<file path="config.mk">
export PLATFORM = sky130hd
export DESIGN_NAME = spwc_ctrl
export DESIGN_NICKNAME = d
export VERILOG_FILES = /design/src/spwc_pkg.sv /design/src/spwc_debounce.sv /design/src/spwc_ctrl.sv
export SDC_FILE = /design/constraint.sdc
export NUM_CORES = 1
export LEC_CHECK = 0
export BUFFER_PORTS_ARGS = -buffer_cell sky130_fd_sc_hd__buf_2
export CELL_PAD_IN_SITES_DETAIL_PLACEMENT = 1
export CELL_PAD_IN_SITES_GLOBAL_PLACEMENT = 1
export CORE_UTILIZATION = 53
export CTS_BUF_LIST = sky130_fd_sc_hd__clkbuf_8
export DETAILED_ROUTE_END_ITERATION = 16
export GPL_ROUTABILITY_DRIVEN = 0
export PLACE_DENSITY_LB_ADDON = 0.25
export SLEW_MARGIN = 40
export SYNTH_ARGS = -nofsm -noshare
export SYNTH_HDL_FRONTEND = slang
export SYNTH_SLANG_ARGS = --single-unit
</file>
<file path="constraint.sdc">
create_clock -name ref_clk -period 4 [get_ports ref_clk]
set_input_delay 0.2 -clock ref_clk [delete_from_list [all_inputs] [get_ports ref_clk]]
set_output_delay 0.2 -clock ref_clk [all_outputs]
set_load 0.01 [all_outputs]
</file>
<file path="src/spwc_pkg.sv">
// Notes on behaviour
// - In instant-off mode one press of the power button sends the system straight to off.
// - In delayed mode the system turns off only when the button is held longer than 4 seconds.
// - In delayed mode a press released before 4 seconds puts the system into suspend.
// - With restore policy Off the system stays down when mains power returns.
// - With restore policy On the system always starts when mains power returns.
// - With restore policy Auto the last on/off state is kept and restored when power returns.
// - With modem wake enabled an active ring indicator wakes the system from soft-off.
// - With alarm wake enabled the clock alarm wakes the system from suspend.
// - With LAN wake enabled a network wake request wakes the system.
// - With port wake on, parallel or serial activity or its interrupt line wakes the system.
// - With disk wake on, hard disk or floppy activity wakes the system.
// - With video wake enabled, video adapter activity brings the system back on.
package spwc_pkg;

  localparam int unsigned CLK_HZ         = 20000000;
  localparam int unsigned HOLD_SEC       = 4;
  localparam int unsigned HOLD_CYC       = HOLD_SEC * CLK_HZ;
  localparam int unsigned DEBOUNCE_MS    = 10;
  localparam int unsigned DEBOUNCE_CYC   = DEBOUNCE_MS * (CLK_HZ / 1000);
  localparam int unsigned CNT_W          = 27;
  localparam int unsigned NWAKE          = 6;

  // wake source bit positions
  localparam int unsigned WK_VIDEO = 0;
  localparam int unsigned WK_PORT  = 1;
  localparam int unsigned WK_DISK  = 2;
  localparam int unsigned WK_LAN   = 3;
  localparam int unsigned WK_RING  = 4;
  localparam int unsigned WK_ALARM = 5;

  typedef enum logic [1:0] {
    SPWC_RESTORE_OFF  = 2'h0,
    SPWC_RESTORE_ON   = 2'h1,
    SPWC_RESTORE_AUTO = 2'h2
  } spwc_restore_t;

  typedef enum logic [1:0] {
    SPWC_PWR_OFF,
    SPWC_PWR_ON,
    SPWC_PWR_SUSPEND
  } spwc_pwr_t;

  typedef struct packed {
    logic          delay_mode;
    spwc_restore_t restore;
    logic [5:0]    wake_en;
  } spwc_cfg_t;

endpackage : spwc_pkg

</file>
<file path="src/spwc_debounce.sv">
`timescale 1ns/10ps
module spwc_debounce
(
  input  wire logic ref_clk,
  input  wire logic rst_n,
  input  wire logic raw_in,
  output logic      clean_r
);
  import spwc_pkg::*;

  logic                meta_r;
  logic                sync_r;
  logic [CNT_W-1:0]    cnt_r;
  logic                stable;

  assign stable = (cnt_r == CNT_W'(DEBOUNCE_CYC - 1));

  // two-flop synchroniser, then a stability counter
  always_ff @(posedge ref_clk or negedge rst_n)
  begin
    if (!rst_n)
    begin
      meta_r  <= 1'b0;
      sync_r  <= 1'b0;
      cnt_r   <= '0;
      clean_r <= 1'b0;
    end
    else
    begin
      meta_r <= raw_in;
      sync_r <= meta_r;
      if (sync_r == clean_r)
        cnt_r <= '0;
      else if (stable)
      begin
        cnt_r   <= '0;
        clean_r <= sync_r;
      end
      else
        cnt_r <= cnt_r + CNT_W'(1);
    end
  end
endmodule : spwc_debounce

</file>
<file path="src/spwc_ctrl.sv">
`timescale 1ns/10ps
module spwc_ctrl
(
  input  wire logic              ref_clk,
  input  wire logic              rst_n,
  input  wire logic              soft_power_button_input,
  input  wire logic              mains_ok,
  input  wire spwc_pkg::spwc_cfg_t cfg,
  input  wire logic              video_act,
  input  wire logic              port_act,
  input  wire logic              port_irq,
  input  wire logic              disk_act,
  input  wire logic              lan_wake_req,
  input  wire logic              ring_ind,
  input  wire logic              rtc_alarm,
  output logic                   power_on_r,
  output logic                   suspend_r,
  output spwc_pkg::spwc_pwr_t    pwr_state
);
  import spwc_pkg::*;

  spwc_pwr_t          state_r;
  spwc_pwr_t          state_nxt;
  logic               btn_clean;
  logic               btn_prev_r;
  logic [CNT_W-1:0]   hold_r;
  logic               hold_done_r;
  logic               mains_prev_r;
  logic               was_on_r;
  logic [NWAKE-1:0]   wake_raw;
  logic [NWAKE-1:0]   wake_g;
  logic               wake_any;
  logic               alarm_wake;
  logic               ring_wake;
  logic               btn_rise;
  logic               btn_fall;
  logic               hold_hit;
  logic               mains_back;
  logic               restore_start;

  spwc_debounce u_deb (
    .ref_clk (ref_clk),
    .rst_n   (rst_n),
    .raw_in  (soft_power_button_input),
    .clean_r (btn_clean)
  );

  assign wake_raw[WK_VIDEO] = video_act;
  assign wake_raw[WK_PORT]  = port_act | port_irq;
  assign wake_raw[WK_DISK]  = disk_act;
  assign wake_raw[WK_LAN]   = lan_wake_req;
  assign wake_raw[WK_RING]  = ring_ind;
  assign wake_raw[WK_ALARM] = rtc_alarm;

  genvar gi;
  generate
    for (gi = 0; gi < NWAKE; gi++)
    begin : g_gate
      assign wake_g[gi] = wake_raw[gi] & cfg.wake_en[gi];
    end
  endgenerate

  // alarm only leaves suspend, ring only leaves soft-off
  assign alarm_wake = wake_g[WK_ALARM] & (state_r == SPWC_PWR_SUSPEND);
  assign ring_wake  = wake_g[WK_RING] & (state_r == SPWC_PWR_OFF);
  assign wake_any   = wake_g[WK_VIDEO] | wake_g[WK_PORT] | wake_g[WK_DISK]
                    | wake_g[WK_LAN] | alarm_wake | ring_wake;

  assign btn_rise   = btn_clean & ~btn_prev_r;
  assign btn_fall   = ~btn_clean & btn_prev_r;
  assign hold_hit   = btn_clean & (hold_r == CNT_W'(HOLD_CYC));
  assign mains_back = mains_ok & ~mains_prev_r;
  assign restore_start = (cfg.restore == SPWC_RESTORE_ON)
                       | ((cfg.restore == SPWC_RESTORE_AUTO) & was_on_r);

  always_comb
  begin
    state_nxt = state_r;
    if (!mains_ok)
      state_nxt = SPWC_PWR_OFF;
    else if (mains_back)
      state_nxt = restore_start ? SPWC_PWR_ON : SPWC_PWR_OFF;
    else
      case (state_r)
        SPWC_PWR_ON:
        begin
          if (!cfg.delay_mode && btn_rise)
            state_nxt = SPWC_PWR_OFF;
          else if (cfg.delay_mode && hold_hit && !hold_done_r)
            state_nxt = SPWC_PWR_OFF;
          else if (cfg.delay_mode && btn_fall && !hold_done_r)
            state_nxt = SPWC_PWR_SUSPEND;
        end
        SPWC_PWR_OFF,
        SPWC_PWR_SUSPEND:
        begin
          // press that turned us off must be released before it can wake
          if ((btn_rise && !hold_done_r) || wake_any)
            state_nxt = SPWC_PWR_ON;
        end
        default: state_nxt = SPWC_PWR_OFF;
      endcase
  end

  always_ff @(posedge ref_clk or negedge rst_n)
  begin
    if (!rst_n)
    begin
      state_r      <= SPWC_PWR_OFF;
      btn_prev_r   <= 1'b0;
      mains_prev_r <= 1'b0;
      was_on_r     <= 1'b0;
    end
    else
    begin
      state_r      <= state_nxt;
      btn_prev_r   <= btn_clean;
      mains_prev_r <= mains_ok;
      if (mains_ok)
        was_on_r <= (state_nxt == SPWC_PWR_ON);
    end
  end

  // hold timer runs while pressed; saturates at threshold
  always_ff @(posedge ref_clk or negedge rst_n)
  begin
    if (!rst_n)
    begin
      hold_r      <= '0;
      hold_done_r <= 1'b0;
    end
    else if (!btn_clean)
    begin
      hold_r      <= '0;
      hold_done_r <= 1'b0;
    end
    else
    begin
      if (hold_r != CNT_W'(HOLD_CYC))
        hold_r <= hold_r + CNT_W'(1);
      if (hold_hit || (btn_rise && state_r != SPWC_PWR_ON))
        hold_done_r <= 1'b1;
    end
  end

  always_ff @(posedge ref_clk or negedge rst_n)
  begin
    if (!rst_n)
    begin
      power_on_r <= 1'b0;
      suspend_r  <= 1'b0;
    end
    else
    begin
      power_on_r <= (state_nxt == SPWC_PWR_ON);
      suspend_r  <= (state_nxt == SPWC_PWR_SUSPEND);
    end
  end

  assign pwr_state = state_r;
endmodule : spwc_ctrl

</file>
==> Implementation_results.wiki, run 1 <==
{| class="wikitable"
! Metric !! Value
|-
| Initial Utilization || 0.548
|-
| Overall die width || 80.0 um
|-
| Worst slew margin || 0.583
|-
| TritonCTS clock tree || done
|-
| Post-Route WL || approximately 7300 um
|-
| RSZ-0062 raised after global routing || no
|-
| Dominant cell by count in the synthesized netlist || sky130_fd_sc_hd__dfrtp_1
|-
| Wire length of the first global-routing pass || 12,400 um
|-
| Pwr Total || around 0.0013 W
|-
| Critical R2R Launch || hold_r[19]
|-
| Nets in the synthesized netlist || between 300 and 400
|-
| Cell Count, Final, Fillers Out || around 440
|-
| Actual transition at the worst max-transition pin || 0.621 ns
|-
| Detailed placer's ending HPWL || 4870 um
|-
| Share of the synthesized area in compound gates (AO/OA/AOI/OAI) || 0.0365
|-
| Height of the die || 80.0 um
|-
| Accumulated negative setup slack || 0 ns
|-
| Critical Path, Cell by Cell || or4b_1 > or4_4 > nor4_1 > o31a_1 > o22ai_1
|-
| Share of the cycle needed by the critical path after routing || 0.570
|-
| Floorplan Core Area || 5890 um^2
|-
| Vias in the first global route || 2,694
|-
| Min cycle time layout || approximately 2.3 ns
|-
| Filler cell count || about 680
|-
| Antenna Nets Post-Route || 0
|-
| Drt pass-1 iters || 4
|-
| Synth async-reset ratio || 1.00
|-
| Timing startpoint of the critical path || hold_r[19]
|-
| Synthesized netlist cell count || roughly 320
|-
| Initial antenna violation count || 0
|-
| Routed wirelength normalized by instance count || between 15 and 20 um
|-
| Synth Area per Inst || approximately 10 um^2
|-
| Number of setup buffers added after CTS || 0
|-
| Post-synth top area cell || sky130_fd_sc_hd__dfrtp_1
|-
| Final setup vio count || 0
|-
| Total via count in the routed design || between 2k and 2.5k
|-
| Top post-synthesis cells by area || sky130_fd_sc_hd__dfrtp_1, sky130_fd_sc_hd__xnor2_1, sky130_fd_sc_hd__xor2_1, sky130_fd_sc_hd__and2_1, sky130_fd_sc_hd__nor2_1
|-
| Hold slack || around 0.35 ns
|-
| Cell depth of the worst flop-to-flop path || 5
|-
| Overall routing resource usage || 0.261
|-
| 1st-iter DRT viols || 125
|-
| Static leakage || ~1.6 nW
|-
| XOR/XNOR Fraction of Synth Area || 0.133
|-
| Netlist area before placement || 3230 um^2
|-
| DRC Markers || 0
|-
| Clock insertion delay at the later pin of the skew report || about 0.35 ns
|-
| Reg-to-reg endpoint || was_on_r
|-
| Register Area || roughly 1600 um^2
|-
| Number of enable-type register cells in the synthesized netlist || 0
|-
| Remaining Overflow, GRT || 0
|-
| Worst setup skew after layout || between 0.006 and 0.007 ns
|-
| Clock tree root buffer cell || sky130_fd_sc_hd__clkbuf_8
|-
| Largest net degree at the start of global routing || 45
|-
| Proportion of netlist area held by the largest area contributor || 0.504
|-
| PD cells || between 300 and 400 nW/um^2
|-
| FP Rows || 28
|-
| Type of the setup path with the least slack || reg2reg
|-
| TritonCTS Buffers || 9
|-
| Flip-flop and latch count after synthesis || 65
|-
| Post-synth top cells || sky130_fd_sc_hd__dfrtp_1, sky130_fd_sc_hd__nor2_1, sky130_fd_sc_hd__xnor2_1
|-
| Maximum level of the CTS H-tree || 3
|-
| Largest vdd supply drop || 209 uV
|-
| Cell with the biggest individual delay on the critical path || sky130_fd_sc_hd__or4_4
|-
| Diode count || 0
|-
| Number of buffers on the longest clock path || 2
|-
| Main combinational cell family by area after synthesis || simple AND/OR/NAND/NOR gates
|-
| Number of sinks driven by the clock tree || between 60 and 70
|-
| Count of pins on the block boundary || 24
|-
| Post-layout nets || 379
|-
| Clock-pin slew of the registers on the worst-case setup and hold paths || around 0.070 ns
|-
| Sequential-to-total area share from yosys stat || 0.504
|-
| Number of distinct library cells after synthesis || 40
|-
| Sort of element at the end of the critical path || register
|-
| Critical path buffer and inverter count || 0
|-
| Share of post-route cells with drive strength above 1 || 0.136
|-
| Area added between synthesis and finish || 13.4%
|-
| Largest fanout of any net on the critical path || 5
|-
| Synthesized-area fraction occupied by and/or/nand/nor cells || 0.287
|-
| Cell type group with the largest total delay on the critical path || simple AND/OR/NAND/NOR gates
|-
| Worst min-delay path category || in2async
|-
| Flop-to-flop setup slack || 1.72 ns
|-
| Die footprint || 6400 um^2
|-
| Util after Layout || 0.621
|-
| Delay of the slowest critical-path stage || 0.57 ns
|-
| Port bufs || 23
|-
| Result of the run || finished, final reports clean
|-
| Multi-input combinational cell area || 1550 um^2
|-
| Total number of yosys warnings || 0
|-
| Number of vias per cell after detailed routing || between 5 and 6
|-
| Placed instance count || 417
|-
| Post-synthesis mux area share || 0.00659
|-
| Fmax || approximately 440 MHz
|-
| Hold Fails Final Rpt || 0
|-
| Count of final max-slew check failures || 0
|-
| Count of maximum capacitance violations || 0
|-
| Post-synthesis share of cell area spent on full adders, half adders and majority gates || 0.0116
|-
| Crit path arrival time || around 2.5 ns
|-
| Startpoint class of the critical path || register
|-
| Ys flop type || sky130_fd_sc_hd__dfrtp_1
|-
| Req. time, crit path || between 4 and 5 ns
|}
-- logic make-up (layout without fill, tap and decap cells) --
group           count (synthesis)  after routing
flops                          65             65
mux                             2              2
xor+xnor                       49             49
fa+ha+maj                       3              3
buf+inv                        18             55
simple gates                  169            169
compound gates                 18             18
-- repair_timing --
| action | CTS | global route |
|---|---|---|
| resized for setup | 0 | 0 |
| hold buffers | 3 | 0 |
| hold endpoints to repair | 23 | 0 |
-- cells in the final DEF, fill, tap and decap left out, types with 3 or more instances in the layout --
| master | n |
|---|---|
| sky130_fd_sc_hd__dfrtp_1 | 64 |
| sky130_fd_sc_hd__nor3_1 | 5 |
| sky130_fd_sc_hd__dlygate4sd3_1 | 3 |
| sky130_fd_sc_hd__inv_1 | 14 |
| sky130_fd_sc_hd__clkbuf_8 | 10 |
| sky130_fd_sc_hd__nand4_1 | 19 |
| sky130_fd_sc_hd__and2_1 | 25 |
| sky130_fd_sc_hd__nand3_1 | 23 |
| sky130_fd_sc_hd__ha_1 | 3 |
| sky130_fd_sc_hd__o21ai_0 | 7 |
| sky130_fd_sc_hd__nand2_1 | 23 |
| sky130_fd_sc_hd__or2_2 | 3 |
| sky130_fd_sc_hd__or3_1 | 3 |
| sky130_fd_sc_hd__nor2_1 | 34 |
| sky130_fd_sc_hd__nor2b_1 | 4 |
| sky130_fd_sc_hd__xnor2_1 | 31 |
| sky130_fd_sc_hd__xor2_1 | 18 |
| sky130_fd_sc_hd__buf_2 | 23 |
| sky130_fd_sc_hd__and3_1 | 7 |
| sky130_fd_sc_hd__nor4_1 | 8 |
-- power breakdown --
group          total (W)  switching (W)  leakage [nW]  internal, W
clock network   0.000548       0.000252         0.110     0.000296
logic          0.0000503      0.0000318         0.593    0.0000185
registers       0.000670     0.00000538         0.893     0.000664
-- metrics by stage --
step	setup WS (ns)	instance area, um^2
3_5_place_dp	1.74	3430
4_1_cts	1.75	3650
2_1_floorplan	1.90	3230
5_1_grt	1.57	3660
6_report	1.72	3660
3_3_place_gp	1.79	3420
-- layer usage --
layer | up-vias | part of all wire | global-route usage
met4 | 0 | 0.030 | 0.136
li1 | 1182 | - | -
met1 | 1243 | 0.43 | 0.303
met3 | 23 | 0.028 | 0.0617
met5 | - | 0 | 0
met2 | 41 | 0.51 | 0.448
-- how the worst max path moves through the flow --
stage	endpoint	slack, ns	depth (start not counted)
after detailed placement	was_on_r	1.74	5
after global placement	was_on_r	1.79	5
after global routing	was_on_r	1.57	5
after CTS	hold_r[20]	1.75	6
after floorplan	was_on_r	1.90	5
final	was_on_r	1.72	5
-- worst reg2reg max path, delay by kind of cell, from the launching register on --
| kind | cells | cell delay (ns) |
|---|---|---|
| flip-flops | 1 | 0.44 |
| AO/OA/AOI/OAI | 2 | 0.31 |
| AND/OR/NAND/NOR | 3 | 1.40 |
-- registers in the layout, indices dropped and copies added, names as in the netlist --
signal         count
hold_r            27
btn_prev_r         1
suspend_r          1
hold_done_r        1
pwr_state          2
u_deb.sync_r       1
mains_prev_r       1
u_deb.clean_r      1
was_on_r           1
power_on_r         1
u_deb.meta_r       1
u_deb.cnt_r       27
-- area by class of cell --
type / instances / area share
clock buffers: 10 / 0.0376
clock inverters: 6 / 0.0140
inverters: 11 / 0.0113
multi-input cells: 241 / 0.423
flip-flops and latches: 65 / 0.445
well taps: 75 / 0.0257
repair buffers: 28 / 0.0438
Note: power is estimated with default switching activity, not from simulation.
==> inputs of run 2 (changes only) <==
Settings changed: CORE_UTILIZATION 53 to 49.
Clock period 4 ns to 2.1 ns, I/O delays scaled along.
==> Implementation_results.wiki, run 2 (synthesis gave the netlist of run 1 again) <==
{| class="wikitable"
! Metric !! Value
|-
| Count of pins on the block boundary || 24
|-
| TritonCTS Buffers || 9
|-
| Delay of the slowest critical-path stage || slightly below 0.6 ns
|-
| Min cycle time layout || between 2 and 2.5 ns
|-
| Count of maximum capacitance violations || 0
|-
| Post-Route WL || between 7000 and 8000 um
|-
| Largest fanout of any net on the critical path || 4
|-
| Hold Fails Final Rpt || 0
|-
| Largest vdd supply drop || approximately 610 uV
|-
| Fmax || roughly 470 MHz
|-
| Overall die width || approximately 83 um
|-
| Worst setup skew after layout || 0.0102 ns
|-
| Initial Utilization || 0.508
|-
| Area added between synthesis and finish || 18.3%
|-
| FP Rows || 29
|-
| Vias in the first global route || 2,694
|-
| Cell with the biggest individual delay on the critical path || sky130_fd_sc_hd__or4_4
|-
| Commonest non-fill, non-tap cell in the layout || sky130_fd_sc_hd__dfrtp_1
|-
| Initial antenna violation count || 0
|-
| Static leakage || about 1.7 nW
|-
| Number of vias per cell after detailed routing || ~5.5
|-
| Clock insertion delay at the later pin of the skew report || approximately 0.35 ns
|-
| Stages on the worst setup path || 5
|-
| Hold slack || between 0.2 and 0.3 ns
|-
| Violated checks || setup timing
|-
| Drt pass-1 iters || 4
|-
| Floorplan Core Area || 6350 um^2
|-
| Worst slew margin || 0.608
|-
| Number of sinks driven by the clock tree || between 60 and 70
|-
| Largest net degree at the start of global routing || 66
|-
| Overall routing resource usage || 0.246
|-
| Height of the die || between 80 and 90 um
|-
| Result of the run || finished with violations
|-
| Die footprint || about 6900 um^2
|-
| Diode count || 0
|-
| Req. time, crit path || 2.33 ns
|-
| Routed wirelength normalized by instance count || ~17 um
|-
| TritonCTS clock tree || done
|-
| Sort of element at the end of the critical path || register
|-
| Worst min-delay path category || in2reg
|-
| Final setup vio count || 3
|-
| Crit path arrival time || 2.35 ns
|-
| 1st-iter DRT viols || 101
|-
| RSZ-0062 raised after global routing || yes
|-
| Post-layout nets || 396
|-
| Cell depth of the worst flop-to-flop path || 5
|-
| Critical Path, Cell by Cell || or4_1 > or4_4 > nor3_4 > xnor2_1 > and2_1
|-
| Cell type group with the largest total delay on the critical path || simple AND/OR/NAND/NOR gates
|-
| Final critical-path setup slack || -0.0201 ns
|-
| Clock-pin slew of the registers on the worst-case setup and hold paths || roughly 0.070 ns
|-
| PD cells || 643 nW/um^2
|-
| Critical path buffer and inverter count || 0
|-
| Count of final max-slew check failures || 0
|-
| Detailed placer's ending HPWL || about 5000 um
|-
| Placement-stage cell area || 3550 um^2
|-
| Post-Layout Inst Area || 3820 um^2
|-
| Remaining Overflow, GRT || 0
|-
| Cells on Worst Hold Path || 5
|-
| Clock tree root buffer cell || sky130_fd_sc_hd__clkbuf_8
|-
| Startpoint class of the critical path || register
|-
| Actual transition at the worst max-transition pin || 0.588 ns
|-
| Antenna Nets Post-Route || 0
|-
| Number of buffers on the longest clock path || 2
|-
| Maximum level of the CTS H-tree || 3
|-
| Highest-count cells in the layout ignoring fill and taps || sky130_fd_sc_hd__dfrtp_1, sky130_fd_sc_hd__nor2_1, sky130_fd_sc_hd__xnor2_1
|-
| Share of post-route cells with drive strength above 1 || 0.183
|-
| Type of the setup path with the least slack || reg2reg
|-
| Wire length of the first global-routing pass || between 10,000 and 15,000 um
|-
| Total via count in the routed design || 2,504
|-
| Share of the cycle needed by the critical path after routing || 1.01
|-
| Port bufs || 23
|-
| DRC Markers || 0
|}
## run 2: cell count changes in the layout (fill, tap and decap cells not counted), sizes merged
cell / previous run / this run
clkinv: 2 / 3
buf: 25 / 42
clkinvlp: 0 / 2
inv: 14 / 11
## run 2: final timing paths
check                          endpoint  slack, ns         start
setup / recovery              hold_r[0]      -0.02    hold_r[16]
hold / removal               power_on_r       0.28        cfg[7]
setup reg to reg              hold_r[0]      -0.02    hold_r[16]
hold reg to reg            u_deb.sync_r       0.35  u_deb.meta_r
max in group asynchronous  pwr_state[0]       1.30         rst_n
min in group asynchronous   hold_done_r       0.39         rst_n
## run 2: routing by layer
metal	GRT usage	wire, um
met1	0.303	3300
met2	0.428	4030
met3	0.0596	199
met4	0.0690	85
met5	0	0
## run 2: report_power, final
part	internal (W)	switching, W
sequential	0.00126	0.0000111
combinational	0.0000398	0.0000608
clock	0.000581	0.000496
total	0.00189	0.000568
## run 2: repair_timing
action,4_1_cts,5_1_grt
hold buffers,3,0
setup buffers,1,1
gates cloned,0,0
hold endpoints to repair,67,0
gates resized for setup,1,1
pin swaps,5,2
endpoints found under the setup margin,7,12
## run 2: area by class of cell
cell class / count / area, um^2
clock inverters: 6 / 67.6
clock buffers: 10 / 138
flip-flops and latches: 65 / 1630
inverters: 11 / 41.3
repair buffers: 45 / 304
well taps: 77 / 96.3
fillers: 712 / 2530
multi-input cells: 241 / 1540
## run 2: per-stage QoR
stage	cells	power (W)	setup slack [ns]	util	TNS [ns]
final	455	0.00245	-0.0201	0.601	-0.0268
after global placement	434	0.00139	-0.0556	0.559	-0.135
after CTS	454	0.00249	-0.00553	0.598	-0.00553
after floorplan	324	0.00133	-0.00214	-	-0.00214
after global routing	455	0.00255	-0.0889	0.601	-0.339
after detailed placement	434	0.00140	-0.0968	0.559	-0.362
## run 2: worst register-to-register path, stage by stage, from the launching register on
cell and delay, ns:
sky130_fd_sc_hd__dfrtp_1 0.38, sky130_fd_sc_hd__or4_1 0.52, sky130_fd_sc_hd__or4_4 0.59, sky130_fd_sc_hd__nor3_4 0.22
sky130_fd_sc_hd__xnor2_1 0.12, sky130_fd_sc_hd__and2_1 0.17
